--- config.mk ---
export PLATFORM = sky130hd
export DESIGN_NAME = adcr_top
export DESIGN_NICKNAME = d
export VERILOG_FILES = /design/src/common/adcr_pkg.sv /design/src/common/adcr_seq_if.sv /design/src/verilog/adcr_top.sv /design/src/verilog/adcr_sequencer.sv
export VERILOG_INCLUDE_DIRS = /design/src /design/src/common
export SDC_FILE = /design/constraint.sdc
export NUM_CORES = 1
export LEC_CHECK = 0
export ABC_AREA = 0
export BUFFER_PORTS_ARGS = -buffer_cell sky130_fd_sc_hd__buf_2
export CORE_MARGIN = 8
export CORE_UTILIZATION = 58
export CTS_BUF_LIST = sky130_fd_sc_hd__clkbuf_16
export DETAILED_ROUTE_END_ITERATION = 7
export HOLD_SLACK_MARGIN = 0.06
export PLACE_DENSITY_LB_ADDON = 0.2
export SETUP_SLACK_MARGIN = 0.15
export SLEW_MARGIN = 20
export SYNTH_ARGS = -nofsm -noshare
export SYNTH_HDL_FRONTEND = slang
export SYNTH_SLANG_ARGS = --single-unit
--- constraint.sdc ---
create_clock -name CLK -period 5 [get_ports CLK]
set_clock_uncertainty 0.2 [all_clocks]
set_input_delay 0.25 -clock CLK [delete_from_list [all_inputs] [get_ports CLK]]
set_output_delay 0.25 -clock CLK [all_outputs]
set_load 0.02 [all_outputs]
--- src/common/adcr_params.svh ---
// Register offsets, field positions, reset values and timing counts of the converter control block
`ifndef ADCR_PARAMS_SVH
`define ADCR_PARAMS_SVH
`define ADCR_OFF_RES_LO   3'h0
`define ADCR_OFF_RES_HI   3'h1
`define ADCR_OFF_CTRL0    3'h2
`define ADCR_OFF_CTRL1    3'h3
`define ADCR_OFF_REFAMP   3'h4
`define ADCR_OFF_BANDGAP  3'h5
`define ADCR_C0_START     7
`define ADCR_C0_BUSY      6
`define ADCR_C0_EN        5
`define ADCR_C0_RFS       4
`define ADCR_RST_CTRL0    8'h00
`define ADCR_RST_CTRL1    8'h00
`define ADCR_RST_REFAMP   8'h00
`define ADCR_RST_BANDGAP  8'h00
`define ADCR_SAMPLE_TICKS 4'h4
`define ADCR_CONV_TICKS   4'hC
`define ADCR_TOTAL_TICKS  5'h10
`endif

--- src/common/adcr_pkg.sv ---
// Types shared by the converter control modules
`default_nettype none
package adcr_pkg;
    typedef enum logic [1:0] {SEQ_IDLE, SEQ_SAMPLE, SEQ_CONVERT} adcr_seq_state_t;
    typedef enum logic [2:0] {SRC_EXT, SRC_VDD, SRC_VDD2, SRC_VDD4,
                              SRC_VR, SRC_VR2, SRC_VR4, SRC_VSS} adcr_src_t;
    typedef struct packed {
        adcr_seq_state_t state;
        logic [6:0]      div_cnt;
        logic [3:0]      tick_cnt;
        logic            done;
    } adcr_seq_st_t;
    typedef struct packed {
        logic       start;
        logic       en;
        logic       rfs;
        logic [3:0] ch;
        logic [3:0] ins;
        logic [2:0] cks;
        logic       amp_en;
        logic       amp_is;
        logic [1:0] vrs;
        logic [1:0] gain;
        logic       bg_en;
        logic       busy;
        logic [11:0] result;
        logic [7:0] rdata;
        logic       irq;
        adcr_src_t  src;
        logic [7:0] ext_en;
        logic [7:0] pin_dis;
    } adcr_top_st_t;
endpackage : adcr_pkg
`default_nettype wire

--- src/common/adcr_seq_if.sv ---
// Link between the register block and the conversion sequencer
`default_nettype none
interface adcr_seq_if;
    logic       start;
    logic       abort;
    logic [2:0] div_sel;
    logic       tick;
    logic       sampling;
    logic       busy;
    logic       done;
    modport ctl (output start, output abort, output div_sel,
                 input tick, input sampling, input busy, input done);
    modport seq (input start, input abort, input div_sel,
                 output tick, output sampling, output busy, output done);
endinterface : adcr_seq_if
`default_nettype wire

--- src/verilog/adcr_top.sv ---
// Control and result registers around the successive-approximation converter
// Function
// - A conversion starts after software writes the start bit high, then low.
// - Busy flag rises once a conversion is started; writes to it do nothing.
// - Busy flag falls when the conversion completes.
// - With the converter disabled the result bytes keep their contents.
// - Format zero: result 11..4 in high byte, 3..0 in low byte upper nibble.
// - Format one: result 11..8 in high byte lower nibble, 7..0 in low byte.
// - Result bits not used by the chosen format read zero.
// - Channel codes 0 to 7 pick an analog input; 8 to 15 pick none.
// - Source field picks external channel, supply fractions, amplifier fractions or ground.
// - Any internal source disconnects every external analog input.
// - Conversion clock is system clock divided by two to the field value.
// - Amplifier input is the reference pin or bandgap; bandgap cuts the pin.
// - Reference is supply, reference pin or amplifier; internal choice cuts the pin.
// - Gain field selects gains 1, 1.667, 2.5 and 3.333.
// - Bandgap enable bit switches the bandgap; other bits read zero.
// - Pins used as analog inputs lose their own function and pull-up.
// - A conversion lasts 16 converter clocks: 4 sampling, 12 converting.
// - Conversion completion raises an interrupt request toward the controller.
//
// The register offsets and the plain strobed port were chosen for this implementation.
`include "adcr_params.svh"
`default_nettype none
module adcr_top
    import adcr_pkg::*;
(
    input  wire logic        CLK,
    input  wire logic        RST,
    input  wire logic [2:0]  ADDR,
    input  wire logic [7:0]  WDATA,
    input  wire logic        WR,
    input  wire logic        RD,
    output logic      [7:0]  RDATA,
    input  wire logic [11:0] CONV_DATA,
    input  wire logic [7:0]  AN_PIN_SEL,
    output logic             ADC_POWER_EN,
    output logic             ADC_TICK,
    output logic             ADC_SAMPLING,
    output logic      [2:0]  AIN_SRC,
    output logic      [7:0]  AIN_EXT_EN,
    output logic      [7:0]  PIN_FUNC_DIS,
    output logic      [7:0]  PIN_PULLUP_DIS,
    output logic             REF_VDD_EN,
    output logic             REF_PIN_EN,
    output logic             REF_AMP_EN,
    output logic             AMP_EN,
    output logic             AMP_PIN_EN,
    output logic             AMP_BANDGAP_SEL,
    output logic      [1:0]  AMP_GAIN,
    output logic             BANDGAP_EN,
    output logic             CONV_IRQ
);
    adcr_top_st_t st_q;
    adcr_top_st_t st_d;
    logic         trig;
    logic         wr_ctrl0;

    adcr_seq_if seq_if ();

    adcr_sequencer i_adcr_sequencer (
        .CLK (CLK),
        .RST (RST),
        .sq  (seq_if.seq)
    );

    // Input source decode
    function automatic adcr_src_t src_decode(input logic [3:0] ins);
        adcr_src_t s;
        s = SRC_EXT;
        casez (ins)
            4'b0001: s = SRC_VDD;
            4'b0010: s = SRC_VDD2;
            4'b0011: s = SRC_VDD4;
            4'b0101: s = SRC_VR;
            4'b0110: s = SRC_VR2;
            4'b0111: s = SRC_VR4;
            4'b10??: s = SRC_VSS;
            default: s = SRC_EXT;
        endcase
        return s;
    endfunction : src_decode

    // Justified result as high byte then low byte
    function automatic logic [15:0] res_format(input logic [11:0] r, input logic rfs);
        logic [15:0] v;
        if (rfs) begin
            v = {4'h0, r};
        end else begin
            v = {r, 4'h0};
        end
        return v;
    endfunction : res_format

    function automatic logic [7:0] read_mux(input adcr_top_st_t s, input logic [2:0] a);
        logic [15:0] res;
        logic [7:0]  v;
        res = res_format(s.result, s.rfs);
        case (a)
            `ADCR_OFF_RES_LO:  v = res[7:0];
            `ADCR_OFF_RES_HI:  v = res[15:8];
            `ADCR_OFF_CTRL0:   v = {s.start, s.busy, s.en, s.rfs, s.ch};
            `ADCR_OFF_CTRL1:   v = {s.ins, 1'b0, s.cks};
            `ADCR_OFF_REFAMP:  v = {s.amp_en, 2'b00, s.amp_is, s.vrs, s.gain};
            `ADCR_OFF_BANDGAP: v = {7'h00, s.bg_en};
            default:           v = 8'h00;
        endcase
        return v;
    endfunction : read_mux

    function automatic adcr_top_st_t reset_st();
        adcr_top_st_t s;
        logic [7:0]   c1;
        logic [7:0]   ra;
        logic [7:0]   bg;
        s  = '0;
        c1 = `ADCR_RST_CTRL1;
        ra = `ADCR_RST_REFAMP;
        bg = `ADCR_RST_BANDGAP;
        {s.start, s.busy, s.en, s.rfs, s.ch} = `ADCR_RST_CTRL0;
        s.busy = 1'b0;
        {s.ins, s.cks} = {c1[7:4], c1[2:0]};
        {s.amp_en, s.amp_is, s.vrs, s.gain} = {ra[7], ra[4:0]};
        s.bg_en = bg[0];
        return s;
    endfunction : reset_st

    assign wr_ctrl0 = WR && (ADDR == `ADCR_OFF_CTRL0);
    // Start only on the falling write, enabled, not already running
    // Stored enable too: the sequencer is held in abort until it is set
    assign trig = wr_ctrl0 && st_q.start && !WDATA[`ADCR_C0_START]
                  && WDATA[`ADCR_C0_EN] && st_q.en && !st_q.busy;

    assign seq_if.start   = trig;
    assign seq_if.abort   = !st_q.en;
    assign seq_if.div_sel = st_q.cks;

    always_comb begin
        st_d       = st_q;
        st_d.irq   = 1'b0;
        st_d.rdata = 8'h00;
        if (RD) begin
            st_d.rdata = read_mux(st_q, ADDR);
        end
        if (WR) begin
            case (ADDR)
                `ADCR_OFF_CTRL0: begin
                    // Busy bit is not writable
                    st_d.start = WDATA[`ADCR_C0_START];
                    st_d.en    = WDATA[`ADCR_C0_EN];
                    st_d.rfs   = WDATA[`ADCR_C0_RFS];
                    st_d.ch    = WDATA[3:0];
                end
                `ADCR_OFF_CTRL1: begin
                    st_d.ins = WDATA[7:4];
                    st_d.cks = WDATA[2:0];
                end
                `ADCR_OFF_REFAMP: begin
                    st_d.amp_en = WDATA[7];
                    st_d.amp_is = WDATA[4];
                    st_d.vrs    = WDATA[3:2];
                    st_d.gain   = WDATA[1:0];
                end
                `ADCR_OFF_BANDGAP: begin
                    st_d.bg_en = WDATA[0];
                end
                default: begin
                end
            endcase
        end
        if (trig) begin
            st_d.busy = 1'b1;
        end else if (seq_if.done) begin
            st_d.busy = 1'b0;
            if (st_q.en) begin
                st_d.result = CONV_DATA;
                st_d.irq    = 1'b1;
            end
        end else if (!st_q.en) begin
            st_d.busy = 1'b0;
        end
        st_d.src     = src_decode(st_q.ins);
        st_d.ext_en  = 8'h00;
        if (st_q.src == SRC_EXT && !st_q.ch[3]) begin
            st_d.ext_en = 8'h01 << st_q.ch[2:0];
        end
        st_d.pin_dis = AN_PIN_SEL;
    end

    always_ff @(posedge CLK) begin
        if (RST) begin
            st_q <= reset_st();
        end else begin
            st_q <= st_d;
        end
    end

    assign RDATA           = st_q.rdata;
    assign ADC_POWER_EN    = st_q.en;
    assign ADC_TICK        = seq_if.tick;
    assign ADC_SAMPLING    = seq_if.sampling && st_q.busy;
    assign AIN_SRC         = st_q.src;
    assign AIN_EXT_EN      = st_q.ext_en;
    assign PIN_FUNC_DIS    = st_q.pin_dis;
    assign PIN_PULLUP_DIS  = st_q.pin_dis;
    assign REF_VDD_EN      = (st_q.vrs == 2'b00);
    assign REF_PIN_EN      = (st_q.vrs == 2'b01);
    assign REF_AMP_EN      = st_q.vrs[1];
    assign AMP_EN          = st_q.amp_en;
    // Bandgap choice cuts the pin, so both can never drive together
    assign AMP_PIN_EN      = !st_q.amp_is;
    assign AMP_BANDGAP_SEL = st_q.amp_is;
    assign AMP_GAIN        = st_q.gain;
    assign BANDGAP_EN      = st_q.bg_en;
    assign CONV_IRQ        = st_q.irq;
endmodule : adcr_top
`default_nettype wire

--- src/verilog/adcr_sequencer.sv ---
// Conversion clock divider and sample/convert phase sequencer
`include "adcr_params.svh"
`default_nettype none
module adcr_sequencer
    import adcr_pkg::*;
(
    input wire logic CLK,
    input wire logic RST,
    adcr_seq_if.seq  sq
);
    adcr_seq_st_t st_q;
    adcr_seq_st_t st_d;
    logic [6:0]   lim;

    // Divide by two to the power of the field
    function automatic logic [6:0] div_limit(input logic [2:0] sel);
        logic [7:0] n;
        n = 8'h01 << sel;
        return 7'(n - 8'h01);
    endfunction : div_limit

    assign lim         = div_limit(sq.div_sel);
    assign sq.tick     = (st_q.state != SEQ_IDLE) && (st_q.div_cnt >= lim);
    assign sq.sampling = (st_q.state == SEQ_SAMPLE);
    assign sq.busy     = (st_q.state != SEQ_IDLE);
    assign sq.done     = st_q.done;

    always_comb begin
        st_d      = st_q;
        st_d.done = 1'b0;
        if (st_q.state != SEQ_IDLE) begin
            st_d.div_cnt = sq.tick ? 7'h00 : 7'(st_q.div_cnt + 7'h01);
        end
        case (st_q.state)
            SEQ_IDLE: begin
                if (sq.start) begin
                    st_d.state    = SEQ_SAMPLE;
                    st_d.div_cnt  = 7'h00;
                    st_d.tick_cnt = 4'h0;
                end
            end
            SEQ_SAMPLE: begin
                if (sq.tick) begin
                    st_d.tick_cnt = 4'(st_q.tick_cnt + 4'h1);
                    if (st_q.tick_cnt == 4'(`ADCR_SAMPLE_TICKS - 4'h1)) begin
                        st_d.state    = SEQ_CONVERT;
                        st_d.tick_cnt = 4'h0;
                    end
                end
            end
            SEQ_CONVERT: begin
                if (sq.tick) begin
                    st_d.tick_cnt = 4'(st_q.tick_cnt + 4'h1);
                    if (st_q.tick_cnt == 4'(`ADCR_CONV_TICKS - 4'h1)) begin
                        st_d.state = SEQ_IDLE;
                        st_d.done  = 1'b1;
                    end
                end
            end
            default: st_d.state = SEQ_IDLE;
        endcase
        // Power-down drops a running conversion with no result
        if (sq.abort) begin
            st_d.state = SEQ_IDLE;
            st_d.done  = 1'b0;
        end
    end

    always_ff @(posedge CLK) begin
        if (RST) begin
            st_q <= '0;
        end else begin
            st_q <= st_d;
        end
    end

    // Helper: converter ticks since the start
    logic [4:0] ticks_seen;
    always_ff @(posedge CLK) begin
        if (RST || sq.start) begin
            ticks_seen <= 5'h00;
        end else if (sq.tick) begin
            ticks_seen <= 5'(ticks_seen + 5'h01);
        end
    end
endmodule : adcr_sequencer
`default_nettype wire

==> flow_summary.json <==
{
  "drive_gt1_share_pct": 21.4,
  "min-delay-path-class": "in2reg",
  "ys_seq_area_share_pct": 41.5,
  "hpwl_mm": 6.04,
  "clock_sinks": 76,
  "antenna_found_initial": 0,
  "grt.overflow.total": 0,
  "synthFlopType": "dfxtp_1",
  "yosys_warnings": 0,
  "maxSlewViolCount": 0,
  "core_um2": 6240,
  "hold_end": "BANDGAP_EN$_SDFFE_PP0P_",
  "critPathLaunchType": "flip-flop",
  "cts_tree": "yes",
  "area_growth_pct": 19.8,
  "antennaDiodeCount": 0,
  "rows": 29,
  "cp_max_fo": 8,
  "async_flop_share_pct": 0,
  "slowest_stage": "a21oi_1",
  "fmax_mhz": 289,
  "fin_crit_sh_pct": 69.1,
  "vdd_drop_max_mv": 0.240,
  "synthTopCellsByArea": "dfxtp_1, mux2i_1, buf_4",
  "cts_buffer_depth": 2,
  "clk_pin_slew_ns": 0.06,
  "drv_cap": 0,
  "worst-r2r-cell-count": 11,
  "p_leak_nw": 1.95,
  "layout_common_cells": "buf_2, dfxtp_1, nor2_1",
  "nets": 530,
  "dp.cells": 519,
  "routed_wl_mm": 8.68,
  "r2r_end": "i_adcr_sequencer.st_q[4]$_SDFFE_PP0P_",
  "fin_util_pct": 70.4,
  "gp_congestion": 0.862,
  "layout_commonest_cell": "buf_2",
  "crit_arrival_ns": 3.01,
  "wl_per_cell_um": 15.4,
  "first_pass_iters": 4,
  "synth.cell_area_um2": 3670,
  "synthCells": 416,
  "cp_common_cell": "a21oi_1",
  "drc": 0,
  "cts_htree_levels": 3,
  "die_area_um2": 9120,
  "startpoint": "seq_if.div_sel[2]$_SDFFE_PP0P_",
  "drt-initial-drc-count": 154,
  "cts_made_buffers": 9,
  "min_delay_path_depth": 4,
  "ys_ff_latch": 76,
  "cts-root-buf": "clkbuf_16",
  "worstHoldStart": "WR",
  "io_buffers": 82,
  "slew_headroom_pct": 37.3,
  "critPathRequiredTime_ns": 4.55,
  "path_delay_family": "simple AND/OR/NAND/NOR gates",
  "synth_edf_count": 0,
  "viasPerCell": 5.44,
  "final.min_clock_period_ns": 3.46,
  "clock_latency_ns": 0.33,
  "hold_viol_final": 0,
  "ioPinCount": 83,
  "ant_nets": 0,
  "synth_cell_types": 49,
  "endpoint_kind": "output port",
  "setup_ws_ns": 1.54,
  "grt_start_max_net_pins": 56,
  "r2r_setup_slack_ns": 1.56,
  "worstMarginPinSlew_ns": 0.934,
  "post_cts_buffers": 0,
  "synth_top_cell_by_area": "dfxtp_1",
  "dr_total_vias": 3065,
  "track_usage_pct": 19.7,
  "grt_pass1_wl_mm": 14.2,
  "criticalPathCategory": "reg2out",
  "critPathBufInv": 1,
  "grt_pass1_vias": 2975,
  "syn_avg_cell_area_um2": 8.82,
  "syn_nets": 465,
  "setup_viol": 0,
  "dieWidth_um": 95.5,
  "powerDensity_nw_per_um2": 314,
  "dpl_worst_slack_ns": 1.63,
  "stdcell_count": 563,
  "status": "finished clean",
  "synth_top_area_share_pct": 41.5,
  "path_cells": "or3_1 -> ha_1 -> xor2_1 -> nor2_1 -> a21oi_1 -> ha_1 -> a21oi_1 -> nand2_1 -> a21oi_1 -> nor2_1 -> buf_2",
  "holdWs_ns": 0.153,
  "r2r-start": "seq_if.div_sel[2]$_SDFFE_PP0P_",
  "start_util_pct": 58.8,
  "die_h_um": 95.5,
  "fin_tns_setup_ns": 0,
  "rsz0062_at_grt": "false",
  "max_stage_delay_ns": 0.45
}
-- flip-flops by register name, summed over array words and instances, names as in the netlist, 2 cells and up --
name and count:
AMP_GAIN 2, seq_if.div_sel 3, AIN_SRC 3, RDATA 8
AIN_EXT_EN 8, i_adcr_sequencer.st_q 13, st_q 24, PIN_FUNC_DIS 8
-- repair_timing --
action | 4_1_cts | 5_1_grt
hold endpoints to repair | 41 | 0
resized for setup | 0 | 0
hold buffers | 28 | 0
-- metal layers --
layer	track usage [%]	vias up	routed length, µm
met4	9.09	0	137
li1	-	1536	-
met1	23.6	1421	3600
met3	4.80	14	635
met5	0	-	0
met2	32.7	94	4310
-- through the flow --
| stage | total power, mW | area (µm²) |
|---|---|---|
| detailed placement | 0.730 | 3810 |
| global route | 1.43 | 4390 |
| finish | 1.38 | 4390 |
| global placement | 0.728 | 3810 |
| CTS | 1.39 | 4390 |
| floorplan | 0.706 | 3670 |
-- worst max-delay path by stage --
stage | to | cells after the start
after floorplan | i_adcr_sequencer.st_q[2]$_SDFFE_PP0P_ | 13
after global placement | i_adcr_sequencer.st_q[4]$_SDFFE_PP0P_ | 11
after detailed placement | i_adcr_sequencer.st_q[4]$_SDFFE_PP0P_ | 11
after CTS | ADC_TICK | 11
after global routing | i_adcr_sequencer.st_q[4]$_SDFFE_PP0P_ | 11
final | ADC_TICK | 11
-- final cells by class --
cell class,count,area (µm²)
Tap cell,77,96.3
Timing Repair Buffer,111,698
Fill cell,499,1850
Clock buffer,9,225
Sequential cell,76,1520
Inverter,8,30.0
Multi-Input combinational cell,275,1750
Clock inverter,7,75.1
-- tightest hold or removal path: cells and delay by family --
family	cells	cell delay, ns
buffers and inverters	1	0.13
and+or+nand+nor	2	0.19
muxes	1	0.08
-- kinds of logic (layout without fill, tap and decap cells) --
family / after synthesis / in the layout / synth area share [%]
simple gates: 152 / 152 / 19.6
flops: 76 / 76 / 41.5
compound gates: 65 / 65 / 11.4
buf+inv: 65 / 135 / 10.8
mux: 37 / 37 / 10.3
fa+ha+maj: 14 / 14 / 4.78
xor+xnor: 7 / 7 / 1.67
-- power by group --
group	leakage [nW]	total, mW	switching [mW]	internal [mW]
combinational	1.20	0.113	0.0634	0.0499
clock	0.140	0.645	0.257	0.389
sequential	0.616	0.622	0.00742	0.615
-- synthesized netlist by cell type (all sizes together), types with 3 or more instances --
cell and n:
a21oi 32, a221oi 3, a222oi 3, a22oi 3
and2 3, buf 44, clkbuf 13, dfxtp 76
ha 14, inv 8, mux2 5, mux2i 32
nand2 34, nand2b 7, nand3 13, nor2 57
nor2b 14, nor3 5, o21ai 7, or3 3
or4 4, xnor2 3, xor2 4
(Power assumes the default switching activity.)
